### config.mk
export PLATFORM = sky130hd
export DESIGN_NAME = eif_top
export DESIGN_NICKNAME = d
export VERILOG_FILES = /design/src/design/eif_pkg.sv /design/src/design/eif_filter.sv /design/src/design/eif_top.sv
export SDC_FILE = /design/constraint.sdc
export NUM_CORES = 1
export LEC_CHECK = 0
export BUFFER_PORTS_ARGS = -buffer_cell sky130_fd_sc_hd__buf_4
export CAP_MARGIN = 40
export CORE_MARGIN = 2
export CORE_UTILIZATION = 30
export DETAILED_ROUTE_END_ITERATION = 10
export GPL_TIMING_DRIVEN = 0
export SLEW_MARGIN = 20
export SYNTH_ARGS = -nofsm -noshare
export SYNTH_HDL_FRONTEND = slang
export SYNTH_SLANG_ARGS = --single-unit
### constraint.sdc
create_clock -name sys_clk -period 5.5 [get_ports sys_clk]
set_clock_uncertainty 0.2 [all_clocks]
set_input_delay 0.55 -clock sys_clk [delete_from_list [all_inputs] [get_ports sys_clk]]
set_output_delay 0.55 -clock sys_clk [all_outputs]
set_load 0.05 [all_outputs]
### src/design/eif_pkg.sv
package eif_pkg;

  // Number of external interrupt channels handled here.
  localparam int EIF_NCH = 2;

  // Register indices; the bus byte address is four times the index.
  localparam logic [13:0] EIF_IDX_CTRL1 = 14'h0fd8;
  localparam logic [13:0] EIF_IDX_CTRL2 = 14'h0fd9;
  localparam logic [13:0] EIF_IDX_GATE  = 14'h0fdc;
  localparam logic [13:0] EIF_IDX_MODE  = 14'h0fdd;
  localparam logic [13:0] EIF_IDX_STAT  = 14'h0fde;
  localparam logic [13:0] EIF_IDX_MASK  = 14'h0fdf;

  // Control register field positions.
  localparam int EIF_NC_LSB  = 0;
  localparam int EIF_ES_LSB  = 2;
  localparam int EIF_LVL_BIT = 4;

  // Mode register: set while the part runs in slow run or slow sleep mode.
  localparam int EIF_MODE_SLOW_BIT = 0;

  // Values after reset.
  localparam logic [1:0] EIF_RST_FIELD = 2'h0;
  localparam logic [1:0] EIF_RST_BITS  = 2'h0;

  // Edge select codes.
  typedef enum logic [1:0] {
    EIF_ES_RISE = 2'h0,
    EIF_ES_FALL = 2'h1,
    EIF_ES_BOTH = 2'h2,
    EIF_ES_RSVD = 2'h3
  } eif_es_e;

  // Fast mode sampling divider minus one, indexed by the sample-rate code.
  localparam logic [3:0] EIF_NC_DIVM1 [4] = '{4'h0, 4'h3, 4'h7, 4'hf};

  // Low-frequency clock edges per sampling tick in slow modes, minus one.
  localparam logic [1:0] EIF_LF_DIVM1 = 2'h3;

  // Consecutive agreeing sampling ticks before the filtered level moves.
  localparam int EIF_FILT_SAMPLES = 3;

endpackage

### src/design/eif_filter.sv
`timescale 1ns/10ps
module eif_filter
  import eif_pkg::*;
#(
  parameter int SAMPLES = eif_pkg::EIF_FILT_SAMPLES
)
(
  // Clock and reset.
  input  wire logic sys_clk,
  input  wire logic rstn,
  // Sampling tick and raw pin level.
  input  wire logic tick,
  input  wire logic din,
  // Filtered level.
  output logic      level
);

  localparam int CW = $clog2(SAMPLES + 1);
  localparam logic [CW-1:0] LAST = CW'(SAMPLES - 1);

  logic [CW-1:0] cnt;

  // A new level must be seen on SAMPLES ticks in a row; any tick that
  // agrees with the old level restarts the count, so short pulses vanish.
  always_ff @(posedge sys_clk)
  begin
    if (!rstn)
    begin
      level <= 1'b0;
      cnt   <= '0;
    end
    else if (tick)
    begin
      if (din == level)
        cnt <= '0; // RULE13
      else if (cnt == LAST)
      begin
        level <= din; // RULE13
        cnt   <= '0;
      end
      else
        cnt <= cnt + CW'(1);
    end
  end

  // The level only ever moves to the value the pin held a cycle before.
  property p_filter_follows;
    @(posedge sys_clk) disable iff (!rstn)
      (level != $past(level)) |-> ($past(din) == level);
  endproperty
  a_filter_follows: assert property (p_filter_follows) // RULE13
    else $error("filtered level moved against the pin");

endmodule

### src/design/eif_top.sv
// Our own choice: register access over APB.
`timescale 1ns/10ps
// Summary of operation
// (RULE1) Read-only level flag holds the filtered level at the last request.
// (RULE2) Edge select 00 rising, 01 falling, 10 both edges, 11 reserved.
// (RULE3) Fast modes: sample-rate codes give clock divided by 1, 4, 8, 16.
// (RULE4) Slow modes: sample at low-frequency clock over four, any code.
// (RULE5) Bits 7 to 5 of each control register read as zero.
// (RULE6) A second channel behaves exactly like the first one.
// (RULE7) Software disables the interrupt before changing the operating mode.
// (RULE8) Fast to slow: software waits 12 low-frequency periods, clears latch.
// (RULE9) Slow to fast: software waits 2 gear plus 3 switch periods, clears.
// (RULE10) Software disables the channel interrupt before rewriting control.
// (RULE11) Flag and top bits read-only; fields writable; all reset to zero.
// (RULE12) Clock gate bit low stops the channel and ignores control writes.
// (RULE13) Filter output moves only after several agreeing samples.
module eif_top
  import eif_pkg::*;
#(
  parameter int NCH     = eif_pkg::EIF_NCH,
  parameter int SAMPLES = eif_pkg::EIF_FILT_SAMPLES
)
(
  // Clock and reset.
  input  wire logic                 sys_clk,
  input  wire logic                 rstn,
  // APB slave.
  input  wire logic                 psel,
  input  wire logic                 penable,
  input  wire logic                 pwrite,
  input  wire logic [15:0]          paddr,
  input  wire logic [31:0]          pwdata,
  input  wire logic [3:0]           pstrb,
  output logic      [31:0]          prdata,
  output logic                      pready,
  output logic                      pslverr,
  // External pins and the low-frequency clock, sampled as levels.
  input  wire logic [NCH-1:0]       ext_irq_pin,
  input  wire logic                 low_freq_clock,
  // Requests toward the interrupt latch and the summary interrupt.
  output logic      [NCH-1:0]       irq_req,
  output logic                      irq
);

  // Per channel configuration and state.
  logic [1:0]     edge_sel   [NCH];
  logic [1:0]     rate_sel   [NCH];
  logic [NCH-1:0] level_flag;
  logic [NCH-1:0] clock_gate;
  logic           slow_mode;
  logic [NCH-1:0] irq_status;
  logic [NCH-1:0] irq_mask;

  logic [NCH-1:0] filt;
  logic [NCH-1:0] filt_prev;
  logic [NCH-1:0] tick;
  logic [NCH-1:0] req_evt;
  logic [3:0]     div_cnt    [NCH];

  logic           lf_prev;
  logic [1:0]     lf_cnt;
  logic           lf_tick;

  // Bus decode.
  logic [13:0]    idx;
  logic           setup;
  logic           wr_acc;
  logic           hit;
  logic [31:0]    rd_val;
  logic [NCH-1:0] ctrl_wr;

  assign idx    = paddr[15:2];
  assign setup  = psel & ~penable;
  assign wr_acc = psel & penable & pready & pwrite & pstrb[0];

  // Address decode and read data assembly.
  always_comb
  begin
    hit    = 1'b1;
    rd_val = 32'h0000_0000; // RULE5
    unique case (idx)
      EIF_IDX_CTRL1:
      begin
        rd_val[EIF_LVL_BIT]             = level_flag[0]; // RULE1
        rd_val[EIF_ES_LSB +: 2]         = edge_sel[0];
        rd_val[EIF_NC_LSB +: 2]         = rate_sel[0]; // RULE5
      end
      EIF_IDX_CTRL2:
      begin
        rd_val[EIF_LVL_BIT]             = level_flag[1]; // RULE6
        rd_val[EIF_ES_LSB +: 2]         = edge_sel[1];
        rd_val[EIF_NC_LSB +: 2]         = rate_sel[1]; // RULE5
      end
      EIF_IDX_GATE: rd_val[NCH-1:0]      = clock_gate;
      EIF_IDX_MODE: rd_val[EIF_MODE_SLOW_BIT] = slow_mode;
      EIF_IDX_STAT: rd_val[NCH-1:0]      = irq_status;
      EIF_IDX_MASK: rd_val[NCH-1:0]      = irq_mask;
      default:      hit                  = 1'b0;
    endcase
  end

  // The answer is prepared in the setup cycle, so every access completes
  // with no wait state and all bus outputs come from flip-flops.
  always_ff @(posedge sys_clk)
  begin
    if (!rstn)
    begin
      prdata  <= 32'h0000_0000;
      pready  <= 1'b0;
      pslverr <= 1'b0;
    end
    else
    begin
      pready  <= setup;
      pslverr <= setup & ~hit;
      prdata  <= (setup & ~pwrite) ? rd_val : 32'h0000_0000;
    end
  end

  // Shared control registers: clock gates, operating mode and mask.
  always_ff @(posedge sys_clk)
  begin
    if (!rstn)
    begin
      clock_gate <= '0;
      slow_mode  <= 1'b0;
      irq_mask   <= '0;
    end
    else if (wr_acc)
    begin
      if (idx == EIF_IDX_GATE)
        clock_gate <= pwdata[NCH-1:0];
      if (idx == EIF_IDX_MODE)
        slow_mode <= pwdata[EIF_MODE_SLOW_BIT];
      if (idx == EIF_IDX_MASK)
        irq_mask <= pwdata[NCH-1:0];
    end
  end

  // Low-frequency clock arrives as a level; count its rising edges so that
  // slow-mode sampling happens on every fourth one.
  always_ff @(posedge sys_clk)
  begin
    if (!rstn)
    begin
      lf_prev <= 1'b0;
      lf_cnt  <= EIF_RST_FIELD;
    end
    else
    begin
      lf_prev <= low_freq_clock;
      if (low_freq_clock & ~lf_prev)
        lf_cnt <= lf_cnt + 2'h1;
    end
  end

  assign lf_tick = low_freq_clock & ~lf_prev & (lf_cnt == EIF_LF_DIVM1);

  // Sticky status: hardware set wins over a software write-one clear.
  always_ff @(posedge sys_clk)
  begin
    if (!rstn)
      irq_status <= '0;
    else if (wr_acc && idx == EIF_IDX_STAT)
      irq_status <= (irq_status & ~pwdata[NCH-1:0]) | req_evt;
    else
      irq_status <= irq_status | req_evt;
  end

  // Summary interrupt and per-channel request pulses, both registered.
  always_ff @(posedge sys_clk)
  begin
    if (!rstn)
    begin
      irq     <= 1'b0;
      irq_req <= '0;
    end
    else
    begin
      irq     <= |((irq_status | req_evt) & irq_mask);
      irq_req <= req_evt;
    end
  end

  // One identical slice per channel.
  genvar gi;
  generate
    for (gi = 0; gi < NCH; gi++)
    begin : g_ch // RULE6
      logic rise;
      logic fall;
      logic match;

      // Writes are only honoured while the channel clock is on, since the
      // gated slice would not see them.
      assign ctrl_wr[gi] = wr_acc & clock_gate[gi] &
                           (idx == (EIF_IDX_CTRL1 + 14'(gi))); // RULE12

      always_ff @(posedge sys_clk)
      begin
        if (!rstn)
        begin
          edge_sel[gi] <= EIF_RST_FIELD; // RULE11
          rate_sel[gi] <= EIF_RST_FIELD; // RULE11
        end
        else if (ctrl_wr[gi])
        begin
          edge_sel[gi] <= pwdata[EIF_ES_LSB +: 2];
          rate_sel[gi] <= pwdata[EIF_NC_LSB +: 2];
        end
      end

      // Sampling divider; a compare with >= tolerates a smaller code being
      // written while the count is high, at the cost of one early tick.
      always_ff @(posedge sys_clk)
      begin
        if (!rstn)
          div_cnt[gi] <= 4'h0;
        else if (!clock_gate[gi] || slow_mode || tick[gi])
          div_cnt[gi] <= 4'h0;
        else
          div_cnt[gi] <= div_cnt[gi] + 4'h1;
      end

      always_comb
      begin
        if (!clock_gate[gi])
          tick[gi] = 1'b0; // RULE12
        else if (slow_mode)
          tick[gi] = lf_tick; // RULE4
        else
          tick[gi] = div_cnt[gi] >= EIF_NC_DIVM1[rate_sel[gi]]; // RULE3
      end

      eif_filter #(
        .SAMPLES (SAMPLES)
      ) u_filter (
        .sys_clk (sys_clk),
        .rstn    (rstn),
        .tick    (tick[gi]),
        .din     (ext_irq_pin[gi]),
        .level   (filt[gi])
      );

      always_ff @(posedge sys_clk)
      begin
        if (!rstn)
          filt_prev[gi] <= 1'b0;
        else
          filt_prev[gi] <= filt[gi];
      end

      // Edge qualification on the filtered signal.
      assign rise = filt[gi] & ~filt_prev[gi];
      assign fall = ~filt[gi] & filt_prev[gi];
      always_comb
      begin
        unique case (edge_sel[gi])
          EIF_ES_RISE: match = rise; // RULE2
          EIF_ES_FALL: match = fall; // RULE2
          EIF_ES_BOTH: match = rise | fall; // RULE2
          EIF_ES_RSVD: match = 1'b0;
        endcase
      end
      assign req_evt[gi] = match & clock_gate[gi];

      // Level flag holds the filtered level of the last request.
      always_ff @(posedge sys_clk)
      begin
        if (!rstn)
          level_flag[gi] <= 1'b0; // RULE11
        else if (req_evt[gi])
          level_flag[gi] <= filt[gi]; // RULE1
      end

      property p_level_flag;
        @(posedge sys_clk) disable iff (!rstn)
          req_evt[gi] |=> (level_flag[gi] == $past(filt[gi]));
      endproperty
      a_level_flag: assert property (p_level_flag) // RULE1
        else $error("level flag does not hold the request level");

      property p_rise_req;
        @(posedge sys_clk) disable iff (!rstn)
          (clock_gate[gi] && edge_sel[gi] == EIF_ES_RISE && rise)
            |=> irq_req[gi];
      endproperty
      a_rise_req: assert property (p_rise_req) // RULE2
        else $error("rising edge did not raise a request");

      property p_no_fall_req;
        @(posedge sys_clk) disable iff (!rstn)
          (edge_sel[gi] == EIF_ES_RISE && !rise) |=> !irq_req[gi];
      endproperty
      a_no_fall_req: assert property (p_no_fall_req) // RULE2
        else $error("request without a selected edge");

      property p_fast_div4;
        @(posedge sys_clk) disable iff (!rstn)
          (tick[gi] && !slow_mode && clock_gate[gi] && rate_sel[gi] == 2'h1)
            ##1 (!slow_mode && clock_gate[gi] && rate_sel[gi] == 2'h1)[*3]
            |-> ($past(tick[gi], 1) == 1'b0 && $past(tick[gi], 2) == 1'b0);
      endproperty
      a_fast_div4: assert property (p_fast_div4) // RULE3
        else $error("fast sampling tick spacing wrong");

      property p_slow_tick;
        @(posedge sys_clk) disable iff (!rstn)
          (tick[gi] && slow_mode) |-> (low_freq_clock && !lf_prev &&
                                       lf_cnt == EIF_LF_DIVM1);
      endproperty
      a_slow_tick: assert property (p_slow_tick) // RULE4
        else $error("slow sampling tick off the low-frequency clock");

      property p_gate_blocks;
        @(posedge sys_clk) disable iff (!rstn)
          (wr_acc && !clock_gate[gi] &&
           idx == (EIF_IDX_CTRL1 + 14'(gi)))
            |=> ($stable(edge_sel[gi]) && $stable(rate_sel[gi]));
      endproperty
      a_gate_blocks: assert property (p_gate_blocks) // RULE12
        else $error("control write taken with clock gate off");

      property p_reset_zero;
        @(posedge sys_clk)
          $past(!rstn) |-> (edge_sel[gi] == 2'h0 && rate_sel[gi] == 2'h0 &&
                            level_flag[gi] == 1'b0);
      endproperty
      a_reset_zero: assert property (p_reset_zero) // RULE11
        else $error("control fields not zero after reset");
    end
  endgenerate

  property p_top_bits_zero;
    @(posedge sys_clk) disable iff (!rstn)
      (psel && penable && !pwrite &&
       (idx == EIF_IDX_CTRL1 || idx == EIF_IDX_CTRL2))
        |-> (prdata[31:5] == 27'h0 && pready);
  endproperty
  a_top_bits_zero: assert property (p_top_bits_zero) // RULE5
    else $error("unused control bits read nonzero");

endmodule

# Word-level counts from Yosys, hierarchy flattened
# Memories as Yosys holds them, arrays and structs flattened.
# Cells that the tools add are included.
# classes
n_addsub,5
mul,0
n_div,0
magnitude_cmp,4
eq_ne,17
n_shift,0
n_mux,48
bitwise_logic,46
reduce_logical,17
# op_table
cell,n
14-bit by 12-bit == test with 1-bit output (second input constant),6
4-bit 2-to-1 mux,8
1-bit 2-to-1 mux,24
1-bit bitwise AND,19
2-bit 2-to-1 mux,9
4-bit binary-select mux with 2-bit select,2
2-bit == test (second input constant),7
1-bit inverter,10
1-bit OR,10
4-bit by 1-bit adder with 4-bit output (second input constant),2
4-bit greater-or-equal comparator,2
1-bit case mux with 4 select lines,2
2-bit AND reduction,4
2-bit by 1-bit adder with 2-bit output (second input constant),3
3-bit greater-or-equal comparator (second input constant),2
2-bit inverter with 3-bit output,2
1-bit case mux with 6 select lines,1
3-bit case mux with 2 select lines,1
3-bit AND reduction,2
6-bit OR reduction,1
1-bit case mux with 5 select lines,1
2-bit bitwise AND,2
2-bit by 1-bit == test with 1-bit output (second input constant),2
2-bit logical NOT,2
other kinds (7),13
# totals
regBits,57
latchBits,0
ramBits,16
mem_bits_ro,0
output_inout_bits,37
wordCells,160
n_memories,3
# memory_table
memory,words,width,read_ports,rd_clocked_by_memory_dff,write_ports,line_no,rtl
div_cnt,2,4,2,0,2,eif_top.sv:58,logic [3:0] div_cnt [NCH];
edge_sel,2,2,2,0,2,eif_top.sv:46,logic [1:0] edge_sel [NCH];
rate_sel,2,2,2,0,2,eif_top.sv:47,logic [1:0] rate_sel [NCH];

# Longest topological paths before layout
# Gate-level depths: netlist of the first run.
# An unclocked memory read counts as a cell.
# logic_depth
word_depth,14
mapped_depth,7

# Hierarchy
# A second synthesis of the first run with hierarchy kept.
# hier_totals
cells_unflattened,270
hier_area_um2,2567.5
# by_module_without_submodules
mod,instances,cells_per_inst,area_each_um2
eif_top,1,242,2289.7
eif_filter,2,14,138.9

# Least setup slack after synthesis of the first run
# OpenSTA, ideal clock, no wires.
# synth_path
path_type,input to register
startpoint,input paddr[7]
endpoint,"memory edge_sel[0][0], enable pin"
setup_ns,0.309
arrival_time_ns,1.539
required_ns,4.991
setup_slack_ns,3.452
path_stages,4
n_path_buf,0
cell_sequence,nand4b_4 nor4_4 nand4_1 nand2_1
# synth_rtl
element,line_no,rtl
"start, declared",eif_top.sv:31,"input wire logic [15:0] paddr,"
"end, declared",eif_top.sv:46,

==> results of run 1 <==
==> per-stage QoR <==
stage / setup slack [ns] / area [µm²] / hold slack [ns] / power (µW) / cells
after floorplan: 3.45 / 2670 / 0.254 / 456 / 302
after global placement: 3.05 / 3060 / 0.268 / 481 / 441
after detailed placement: 3.02 / 3060 / 0.281 / 483 / 441
after CTS: 3.34 / 3160 / 0.228 / 718 / 449
after global routing: 3.18 / 3160 / 0.220 / 745 / 449
final: 3.33 / 3160 / 0.237 / 712 / 449
==> per-layer routing <==
metal | up-vias | global-route usage | routed length (µm)
met4 | 0 | 0.0357 | 57
met3 | 5 | 0.0313 | 244
li1 | 996 | - | -
met1 | 833 | 0.164 | 2430
met2 | 32 | 0.198 | 2420
met5 | - | 0 | 0
==> worst max-delay path, stage by stage <==
cell and delay [ns]:
buf_4 0.11, nand4b_4 0.16, nor4_4 0.51, nand4_1 0.35, nand2_1 0.28
==> power groups by stage <==
stage	clock [µW]	sequential (µW)	combinational [µW]
floorplan	0	371	85.4
global route	259	363	123
finish	237	362	113
global placement	0	370	111
detailed placement	0	370	112
CTS	243	362	113
==> sequential cells by signal, summed over array words and instances (netlist names), 4 cells and up <==
name,flops
div_cnt,8
prdata,5
edge_sel,4
g_ch.u_filter.cnt,4
rate_sel,4
==> cell type report <==
type | count | share of cell area
buffer | 33 | 0.0728
multi-input combinational | 205 | 0.409
tap | 105 | 0.0415
clock inverter | 1 | 0.00198
timing repair buffer | 34 | 0.0807
inverter | 18 | 0.0214
clock buffer | 7 | 0.0309
sequential | 46 | 0.342
==> logic make-up after synthesis <==
| kind of cell | count (synthesis) | share of synthesized area |
|---|---|---|
| other cells | 2 | 0.00295 |
| simple gates | 104 | 0.210 |
| fa+ha+maj | 15 | 0.0736 |
| mux | 22 | 0.0928 |
| compound gates | 22 | 0.0555 |
| flops | 46 | 0.424 |
| buf+inv | 51 | 0.117 |
| xor+xnor | 7 | 0.0241 |
==> cell usage in the layout, fill, tap and decap left out, types with 2 or more instances in the layout <==
cell type,instances
a21o_1,2
buf_4,62
conb_1,35
xor2_1,4
o21ai_0,7
nor2b_1,7
o211ai_1,4
nand3_1,11
clkbuf_8,5
ha_1,15
edfxtp_1,16
nand4b_1,3
nand2_1,28
mux2i_1,18
or2_2,2
mux2_2,3
xnor2_1,3
nand2b_1,3
inv_1,18
clkbuf_1,4
nand4_1,6
a21oi_1,3
dfxtp_1,30
nor2_1,34
==> worst max-delay path by stage <==
stage                        start             end  slack [ns]  cells after the start
after detailed placement  paddr[7]  edge_sel[0][0]        3.02                      5
after global routing      paddr[7]  rate_sel[0][1]        3.18                      5
final                     paddr[7]  rate_sel[0][1]        3.33                      5
after CTS                 paddr[7]  rate_sel[0][1]        3.34                      5
after floorplan           paddr[7]  edge_sel[0][0]        3.45                      4
after global placement    paddr[7]  rate_sel[0][1]        3.05                      5
==> key figures, run 1 <==
STA
  • Fin crit period: 2.17 ns
  • Final hold vios: 0
  • Setup_tns: 0 ns
  • Slew Limit Fails: 0
  • Setup violation total in the final timing report: 0
  • Tcrit/Tclk final: 0.395
  • Top achievable clock speed: 460 MHz
  • Worst-margin pin slew: 0.557 ns
  • RSZ-0062 raised after global routing: no
  • Worst slew margin: 0.629

Route
  • Drt via density: 4.16
  • DRC Markers: 0
  • Wire per inst: 11.5 µm
  • DRT Pass-1 Iters: 4
  • Total number of vias: 1866
  • Final WL: 5140 µm
  • ANT nets after route: 0
  • DRT iter0 DRCs: 89

Cells and area
  • Utilization after layout: 0.385
  • Share of cells above drive strength 1: 0.233
  • Footprint of the multi-input gates: 1290 µm²
  • Register area: 1080 µm²
  • Fin nets: 418
  • Filler cells: 870
  • N_diodes: 0
  • Area growth syn-to-layout: 24.1%

Floorplan
  • Die Wd: 96.2 µm
  • Std cell rows: 33
  • Initial core utilization: 0.310
  • Die Y: 96.2 µm
  • Die ar.: 9250 µm²
  • Core ar.: 8220 µm²
  • I/O pin total: 97

Hold path
  • Min-delay worst type: in2reg
  • Hold Startpoint: pwdata[1]
  • Hold path cells: 2
  • Worst Hold End: irq_status[1]

Clock network
  • Post-CTS setup buffer count: 0
  • Clk_lat worst skew: 0.30 ns
  • Root Driver: clkbuf_8
  • Reg clk slew, reported paths: 0.09 ns
  • Clock tree buffer depth: 2
  • CTS sink count: 46
  • H-tree Lvls: 2
  • TritonCTS Buffers: 5
  • CTS tree: yes
  • CTS Hold Buffers Added: 0
  • Quantity of gates resized following cts: 0

Global route
  • Initial antenna violation count: 0
  • Global-route wire length before repair: 8780 µm
  • Vias in the first global route: 1843
  • Largest net degree at the start of global routing: 15
  • Total GRT Usage: 0.124
  • Total gr overflow: 0

Power and ir drop
  • Logic pwr share: 0.158
  • Leakage power: 0.00149 µW
  • P_int: 515 µW
  • Share of power burned in registers: 0.509
  • Switching pwr: 197 µW
  • Clock power share: 0.332
  • Peak supply drop: 97.5 µV
  • PD cells: 225 nW/µm²
  • Sw Ratio: 0.277

Setup path
  • R2r setup slk: 3.38 ns
  • Kind of end point of the critical path: flop
  • Critical path class: in2reg
  • CP Max Fanout: 9
  • RR Endpoint: div_cnt[0][2]
  • RR Startpoint: rate_sel[0][0]
  • Setup crit start kind: input port
  • R2R depth: 6
  • CP Data Arrival Time: 1.97 ns
  • Worst endpoint required time: 5.29 ns

Outcome
  • Status: finished, final reports clean

Logic synthesis
  • Seq/Total Area, Yosys: 0.424
  • Syn Inst Count: 269
  • Post-synth top cells: nor2_1 (34), dfxtp_1 (30), buf_4 (28), nand2_1 (28)
  • Number of flops mapped to enable cells by yosys: 16
  • Avg Cell Area, Syn: 9.47 µm²
  • Synthesis Warnings: 0
  • Post-synth top area share: 0.236
  • Mapped cell area: 2550 µm²
  • FFs w/ async S/R, synth: 0
  • Post-synth cell types: 42
  • Ys flop type: dfxtp_1
  • Top post-synthesis cells by area: dfxtp_1 (24%), edfxtp_1 (19%), buf_4 (8.2%)
  • Count leader, synth: nor2_1
  • Flops & latches, synth: 46
  • Largest area contributor in the netlist: dfxtp_1

Job
  • Max Cap Viol: 0

Placed design
  • RePlAce Congestion: 0.790
  • Buffers on Ports: 34
  • Hpwl dp: 4100 µm
Power figures use the tool's default switching activity.
==> inputs of run 2 (changes only) <==
--- a/config.mk
+++ b/config.mk
@@ -5,6 +5,7 @@
 export SDC_FILE = /design/constraint.sdc
 export NUM_CORES = 1
 export LEC_CHECK = 0
+export ABC_AREA = 1
 export BUFFER_PORTS_ARGS = -buffer_cell sky130_fd_sc_hd__buf_4
 export CAP_MARGIN = 40
 export CORE_MARGIN = 2
==> constraint.sdc (replaced) <==
create_clock -name sys_clk -period 2.02 [get_ports sys_clk]
set_clock_uncertainty 0.2 [all_clocks]
set_input_delay 0.202 -clock sys_clk [delete_from_list [all_inputs] [get_ports sys_clk]]
set_output_delay 0.202 -clock sys_clk [all_outputs]
set_load 0.05 [all_outputs]
==> run 2 against run 1 <==
Effect of this change:
- the flow now finishes with violations (setup timing)
- cell count grew 25%
- largest power group unchanged
- critical path type is now reg2reg
- power grew to 2.7 times the previous value
- via count grew 28%
==> key figures, run 2 <==
Outcome
  • Status: complete, but fails checks (was finished, final reports clean)
  • Failing checks: setup timing

Clock network
  • H-tree Lvls: 2 (unchanged)
  • CTS sink count: 46 (unchanged)
  • Clock tree buffer depth: 2 (unchanged)
  • Root Driver: clkbuf_8 (unchanged)
  • Reg clk slew, reported paths: 0.08 ns (was 0.09 ns)
  • Clk_lat worst skew: 0.30 ns (about the same)
  • TritonCTS Buffers: 5 (unchanged)
  • CTS tree: yes (unchanged)

Power and ir drop
  • Peak supply drop: 234 µV (was 97.5 µV)
  • Leakage power: 0.00170 µW (was 0.00149 µW)
  • PD cells: 528 nW/µm² (was 225 nW/µm²)
  • Pwr Total: 1930 µW (was 712 µW)

Hold path
  • Min-delay worst type: in2reg (unchanged)
  • Hold Startpoint: ext_irq_pin[0] (was pwdata[1])

STA
  • Tcrit/Tclk final: 1.03
  • Top achievable clock speed: 479 MHz
  • Slew Limit Fails: 0 (unchanged)
  • Worst slew margin: 0.614 (was 0.629)
  • RSZ-0062 raised after global routing: yes (was no)
  • Worst-margin pin slew: 0.579 ns (was 0.557 ns)
  • Setup violation total in the final timing report: 5 (was 0)
  • Final Worst Setup Slack: -0.0661 ns (was 3.33 ns)
  • Final hold vios: 0 (unchanged)
  • Fin crit period: 2.09 ns
  • Setup_tns: -0.255 ns (was 0 ns)

Cells and area
  • Commonest non-fill, non-tap cells in the layout: buf_4 (74), nand2_1 (55), inv_1 (47), nor2_1 (35), conb_1 (35) (was buf_4 (62), conb_1 (35), nor2_1 (34), dfxtp_1 (30), nand2_1 (28))
  • Top flop regs: div_cnt: 8 flops, prdata: 5 flops (unchanged)
  • Fin nets: 524 (was 418)
  • Max FFs per register: 8 (unchanged)
  • N_diodes: 0 (unchanged)
  • Share of cells above drive strength 1: 0.311 (was 0.233)
  • Area growth syn-to-layout: 32.1% (was 24.1%)
  • Final instance count without filler cells: 561 (was 449)
  • Utilization after layout: 0.401 (was 0.385)
  • Reg with most FFs: div_cnt (unchanged)
  • Most common cell after layout, fill and taps aside: buf_4 (unchanged)

Floorplan
  • Initial core utilization: 0.303 (was 0.310)
  • Die Wd: 100 µm (was 96.2 µm)
  • Core ar.: 9110 µm² (was 8220 µm²)
  • Std cell rows: 35 (was 33)
  • Die Y: 100 µm (was 96.2 µm)
  • I/O pin total: 97 (unchanged)
  • Die ar.: 10000 µm² (was 9250 µm²)

Setup path
  • Kind of end point of the critical path: flop (unchanged)
  • RR Startpoint: rate_sel[0][0] (unchanged)
  • Critical path launch point: rate_sel[0][0] (was paddr[7])
  • CP Max Fanout: 4 (was 9)
  • CP Data Arrival Time: 2.05 ns (was 1.97 ns)
  • Worst endpoint required time: 1.98 ns (was 5.29 ns)
  • Setup crit start kind: flop (was input port)
  • Critical path class: reg2reg (was in2reg)

Logic synthesis
  • Flops & latches, synth: 46 (unchanged)
  • Post-synth top area share: 0.217 (was 0.236)
  • Synthesis Warnings: 0 (unchanged)
  • Seq/Total Area, Yosys: 0.391 (was 0.424)
  • Number of flops mapped to enable cells by yosys: 16 (unchanged)
  • Mapped cell area: 2760 µm² (was 2550 µm²)
  • Post-synth cell types: 30 (was 42)
  • Post-synth top cells: nand2_1 (59), inv_1 (48), nor2_1 (38), dfxtp_1 (30), nand3_1 (29) (was nor2_1 (34), dfxtp_1 (30), buf_4 (28), nand2_1 (28))
  • Ys flop type: dfxtp_1 (unchanged)
  • Syn Inst Count: 353 (was 269)
  • Avg Cell Area, Syn: 7.83 µm² (was 9.47 µm²)
  • FFs w/ async S/R, synth: 0 (unchanged)
  • Largest area contributor in the netlist: dfxtp_1 (unchanged)
  • Top post-synthesis cells by area: dfxtp_1 (22%), edfxtp_1 (17%), nand2_1 (8.0%) (was dfxtp_1 (24%), edfxtp_1 (19%), buf_4 (8.2%))
  • Count leader, synth: nand2_1 (was nor2_1)

Route
  • Final WL: 5970 µm (was 5140 µm)
  • Total number of vias: 2382 (was 1866)
  • Metal3 WL: 251 µm (was 244 µm)
  • DRC Markers: 0 (unchanged)
  • Top Layer Used: met4 (unchanged)
  • Met1 wire length: 2720 µm (was 2430 µm)
  • Drt via density: 4.25 (was 4.16)
  • Routed length on met2: 2880 µm (was 2420 µm)
  • ANT nets after route: 0 (unchanged)
  • DRT iter0 DRCs: 92 (was 89)
  • Wire per inst: 10.6 µm (was 11.5 µm)
  • DRT Pass-1 Iters: 5 (was 4)

Global route
  • Initial antenna violation count: 0 (unchanged)
  • Total GRT Usage: 0.122 (was 0.124)
  • Largest net degree at the start of global routing: 14 (was 15)
  • Global-route wire length before repair: 9720 µm (was 8780 µm)
  • Vias in the first global route: 2183 (was 1843)
  • Total gr overflow: 0 (unchanged)

Placed design
  • RePlAce Congestion: 0.831 (was 0.790)
  • Buffers on Ports: 35 (was 34)
  • Placed insts: 532 (was 441)
  • Hpwl dp: 4530 µm (was 4100 µm)

Job
  • Max Cap Viol: 0 (unchanged)
-- run 2: cell types whose count changed in the layout (fill, tap and decap cells not counted), moves of 12 or more --
cell,previous run,this run
nand2_1,28,55
buf_4,62,74
nand3_1,11,26
mux2i_1,18,0
inv_1,18,47
-- run 2: worst max-delay path, stage by stage (launching register included) --
cell and delay, ns:
edfxtp_1 0.45, buf_4 0.17, nand2_1 0.05, ha_1 0.25, a21oi_2 0.14, nand2_1 0.06
o21bai_2 0.19, nand2_1 0.08, nand4_1 0.19, nor2_1 0.16
-- run 2: worst paths after layout --
check                                         endpoint  slack, ns  cells after the start
worst max-delay path                     div_cnt[0][1]      -0.07                      9
worst min-delay path            g_ch[0].u_filter.level       0.04                      5
worst max register to register           div_cnt[0][1]      -0.07                      9
worst min register to register           level_flag[0]       0.26                      2
-- run 2: layer usage --
| layer | up-vias | GRT usage |
|---|---|---|
| li1 | 1254 | - |
| met1 | 1065 | 0.148 |
| met2 | 54 | 0.213 |
| met3 | 9 | 0.0230 |
| met4 | 0 | 0.0485 |
| met5 | - | 0 |
-- run 2: stage by stage --
step	area, µm²	hold WS (ns)	worst slack, ns
2_1_floorplan	2890	0.0844	0.0477
3_3_place_gp	3290	0.188	-0.198
3_5_place_dp	3290	0.194	-0.256
4_1_cts	3540	0.0400	-0.0354
5_1_grt	3650	0.0453	-0.206
6_report	3650	0.0410	-0.0661
-- run 2: kinds of logic (layout without fill, tap and decap cells) --
group,count (synthesis),count (layout),share of synthesized area
simple gates,163,163,0.290
buf+inv,87,151,0.160
flops,46,46,0.391
compound gates,33,33,0.0656
fa+ha+maj,15,15,0.0679
xor+xnor,7,7,0.0222
other cells,2,35,0.00272
-- run 2: what timing repair did --
action                                 4_1_cts  5_1_grt
gates cloned                                 0        0
hold buffers                                 7        0
buffers inserted                             9        7
resized for setup                            7       20
setup endpoints to repair                   12       22
endpoints found under the hold margin        8        0
pin swaps                                    8       18
-- run 2: power by group --
group / internal [µW] / switching [µW]
Sequential: 973 / 15.2
Clock: 279 / 299
Combinational: 137 / 224
-- run 2: final cells by class --
cell class | instances | area, µm²
Buffer | 31 | 234
Clock buffer | 8 | 90.1
Fill cell | 935 | 5460
Inverter | 56 | 210
Multi-Input combinational cell | 253 | 1450
Sequential cell | 46 | 1080
Tap cell | 111 | 139
Timing Repair Buffer | 56 | 445
==> inputs of run 3 (changes only) <==
--- a/config.mk
+++ b/config.mk
@@ -12,6 +12,7 @@
 export CORE_UTILIZATION = 30
 export DETAILED_ROUTE_END_ITERATION = 10
 export GPL_TIMING_DRIVEN = 0
+export RECOVER_POWER = 25
 export SLEW_MARGIN = 20
 export SYNTH_ARGS = -nofsm -noshare
 export SYNTH_HDL_FRONTEND = slang
==> constraint.sdc (replaced) <==
create_clock -name sys_clk -period 2.3 [get_ports sys_clk]
set_clock_uncertainty 0.2 [all_clocks]
set_input_delay 0.23 -clock sys_clk [delete_from_list [all_inputs] [get_ports sys_clk]]
set_output_delay 0.23 -clock sys_clk [all_outputs]
set_load 0.05 [all_outputs]
==> run 3 against run 2 <==
Effect of this change:
- the flow now finishes without violations
- die area unchanged
- sequential power down 12%
- critical path depth up 1
- routed wire length down 4.1%
- via count down 3.1%
- clock-buffer cell count unchanged
- combinational power down 20%
- cell count down 2.3%
- global-route usage down 0.37 points
- cell area down 6.2%
- utilization down 2.5 points
==> key figures, run 3 (synthesis results as in run 2) <==
Setup path
  • Crit path max-delay cell type: edfxtp_1 (unchanged)
  • Critical path launch point: rate_sel[1][0] (was rate_sel[0][0])
  • RR Endpoint: div_cnt[1][0] (was div_cnt[0][1])
  • CP Data Arrival Time: 1.99 ns (was 2.05 ns)
  • CP Max Fanout: 5 (was 4)
  • R2r setup slk: 0.16 ns (was -0.07 ns)
  • Setup crit start kind: flop (unchanged)
  • R2R depth: 10 (was 9)
  • RR Startpoint: rate_sel[1][0] (was rate_sel[0][0])
  • Crit-path cells: nor2_2 -> inv_1 -> ha_1 -> inv_1 -> nand2_1 -> a21oi_2 -> o21bai_2 -> nand2_1 -> nand4_1 -> nor2_1 (was buf_4 -> nand2_1 -> ha_1 -> a21oi_2 -> nand2_1 -> o21bai_2 -> nand2_1 -> nand4_1 -> nor2_1)
  • Critical path class: reg2reg (unchanged)
  • Critical Path Max Stage Delay: 0.45 ns (about the same)
  • Buf/Inv on CP: 2 (was 1)
  • Crit path max-delay family: simple AND/OR/NAND/NOR gates (unchanged)
  • Worst endpoint required time: 2.15 ns (was 1.98 ns)
  • Kind of end point of the critical path: flop (unchanged)

Placed design
  • Hpwl dp: 4530 µm (unchanged)
  • Buffers on Ports: 35 (unchanged)
  • Placed insts: 532 (unchanged)
  • RePlAce Congestion: 0.831 (unchanged)

Global route
  • Vias in the first global route: 2106 (was 2183)
  • Largest net degree at the start of global routing: 14 (unchanged)
  • Total GRT Usage: 0.118 (was 0.122)
  • Initial antenna violation count: 0 (unchanged)
  • Global-route wire length before repair: 9400 µm (was 9720 µm)
  • Total gr overflow: 0 (unchanged)

Route
  • DRT Pass-1 Iters: 4 (was 5)
  • Drt via density: 4.21 (was 4.25)
  • Wire per inst: 10.5 µm (was 10.6 µm)
  • DRC Markers: 0 (unchanged)
  • Final WL: 5730 µm (was 5970 µm)
  • ANT nets after route: 0 (unchanged)
  • Total number of vias: 2309 (was 2382)
  • DRT iter0 DRCs: 103 (was 92)

Floorplan
  • Die ar.: 10000 µm² (unchanged)
  • Initial core utilization: 0.303 (unchanged)
  • I/O pin total: 97 (unchanged)
  • Core ar.: 9110 µm² (unchanged)
  • Std cell rows: 35 (unchanged)
  • Die Y: 100 µm (unchanged)
  • Die Wd: 100 µm (unchanged)

Cells and area
  • N_diodes: 0 (unchanged)
  • Most common cell after layout, fill and taps aside: nand2_1 (was buf_4)
  • Top flop regs: div_cnt: 8 flops, prdata: 5 flops (unchanged)
  • Max FFs per register: 8 (unchanged)
  • Area growth syn-to-layout: 23.9% (was 32.1%)
  • Fin nets: 511 (was 524)
  • Share of cells above drive strength 1: 0.231 (was 0.311)
  • Utilization after layout: 0.376 (was 0.401)
  • Commonest non-fill, non-tap cells in the layout: nand2_1 (59), buf_4 (56), inv_1 (48), nor2_1 (36), conb_1 (35) (was buf_4 (74), nand2_1 (55), inv_1 (47), nor2_1 (35), conb_1 (35))
  • Reg with most FFs: div_cnt (unchanged)
  • Final instance count without filler cells: 548 (was 561)

Hold path
  • Hold path cells: 3 (was 5)
  • Min-delay worst type: in2reg (unchanged)
  • Hold Startpoint: pwdata[1] (was ext_irq_pin[0])
  • Worst Hold End: irq_status[1] (was g_ch[0].u_filter.level)

STA
  • Tcrit/Tclk final: 0.930 (was 1.03)
  • Setup violation total in the final timing report: 0 (was 5)
  • Worst slew margin: 0.592 (was 0.614)
  • Worst-margin pin slew: 0.615 ns (was 0.579 ns)
  • Top achievable clock speed: 468 MHz (was 479 MHz)
  • Final hold vios: 0 (unchanged)
  • Fin crit period: 2.14 ns (was 2.09 ns)
  • Slew Limit Fails: 0 (unchanged)

Clock network
  • Clk_lat worst skew: 0.30 ns (about the same)
  • CTS tree: yes (unchanged)
  • CTS sink count: 46 (unchanged)
  • Root Driver: clkbuf_8 (unchanged)
  • Reg clk slew, reported paths: 0.08 ns (about the same)
  • Clock tree buffer depth: 2 (unchanged)
  • H-tree Lvls: 2 (unchanged)
  • TritonCTS Buffers: 5 (unchanged)

Power and ir drop
  • PD cells: 486 nW/µm² (was 528 nW/µm²)
  • Leakage power: 0.00159 µW (was 0.00170 µW)
  • Peak supply drop: 205 µV (was 234 µV)

Job
  • Max Cap Viol: 0 (unchanged)

Outcome
  • Status: finished, final reports clean (was complete, but fails checks)
## run 3: cell count changes in the layout (fill, tap and decap cells not counted), moves of 2 or more
| cell | before | now |
|---|---|---|
| nand2_1 | 55 | 59 |
| clkbuf_1 | 3 | 14 |
| buf_4 | 74 | 56 |
| nand2_2 | 9 | 5 |
| nand3_1 | 26 | 29 |
| nand3_2 | 3 | 0 |
| buf_6 | 4 | 2 |
| a21oi_1 | 10 | 17 |
| dlygate4sd3_1 | 7 | 4 |
| a21oi_2 | 9 | 2 |
## run 3: per-layer routing
metal  GRT usage  vias to the layer above  part of all wire
met5           0                        -                 0
met1       0.144                     1010              0.45
li1            -                     1227                 -
met3      0.0230                        7             0.054
met2       0.204                       65              0.48
met4      0.0485                        0             0.020
## run 3: worst reg2reg max path, cell delays in order, from the launching register on
cell,delay (ns)
edfxtp_1,0.45
nor2_2,0.17
inv_1,0.06
ha_1,0.27
inv_1,0.03
nand2_1,0.06
a21oi_2,0.05
o21bai_2,0.21
nand2_1,0.14
nand4_1,0.17
nor2_1,0.07
## run 3: repair_timing
action	4_1_cts	5_1_grt
resized for setup	0	5
setup endpoints to repair	0	8
hold buffers	4	0
setup buffers	0	4
endpoints found under the hold margin	4	0
## run 3: how the worst max path moves through the flow
stage                          end  slack [ns]  depth (start not counted)
detailed placement   div_cnt[1][0]        0.02                         10
global route         div_cnt[0][0]      -0.007                          9
floorplan           edge_sel[0][0]        0.33                          5
CTS                  div_cnt[1][0]     0.00003                         10
global placement     div_cnt[0][0]        0.08                         10
finish               div_cnt[1][0]        0.16                         10
## run 3: report_power, final
group / internal, µW / total, µW / switching [µW]
sequential: 854 / 867 / 12.5
clock: 245 / 505 / 260
combinational: 102 / 290 / 188
total: 1200 / 1660 / 461
## run 3: metrics by stage
| step | total power, µW | setup slack [ns] | setup TNS (ns) | hold slack, ns | instance area, µm² |
|---|---|---|---|---|---|
| 6_report | 1660 | 0.161 | 0 | 0.0259 | 3420 |
| 3_3_place_gp | 1160 | 0.0823 | 0 | 0.216 | 3290 |
| 2_1_floorplan | 1100 | 0.328 | 0 | 0.112 | 2890 |
| 3_5_place_dp | 1160 | 0.0242 | 0 | 0.222 | 3290 |
| 4_1_cts | 1680 | 0.0000269 | 0 | 0.0189 | 3420 |
| 5_1_grt | 1740 | -0.00659 | -0.00659 | 0.0290 | 3420 |
## run 3: cell type report
| type | instances | area, µm² |
|---|---|---|
| clock buffer | 8 | 90.1 |
| tap | 111 | 139 |
| timing repair buffer | 43 | 295 |
| sequential | 46 | 1080 |
| inverter | 56 | 210 |
| buffer | 31 | 233 |
| fill | 960 | 5690 |
| multi-input combinational | 253 | 1380 |
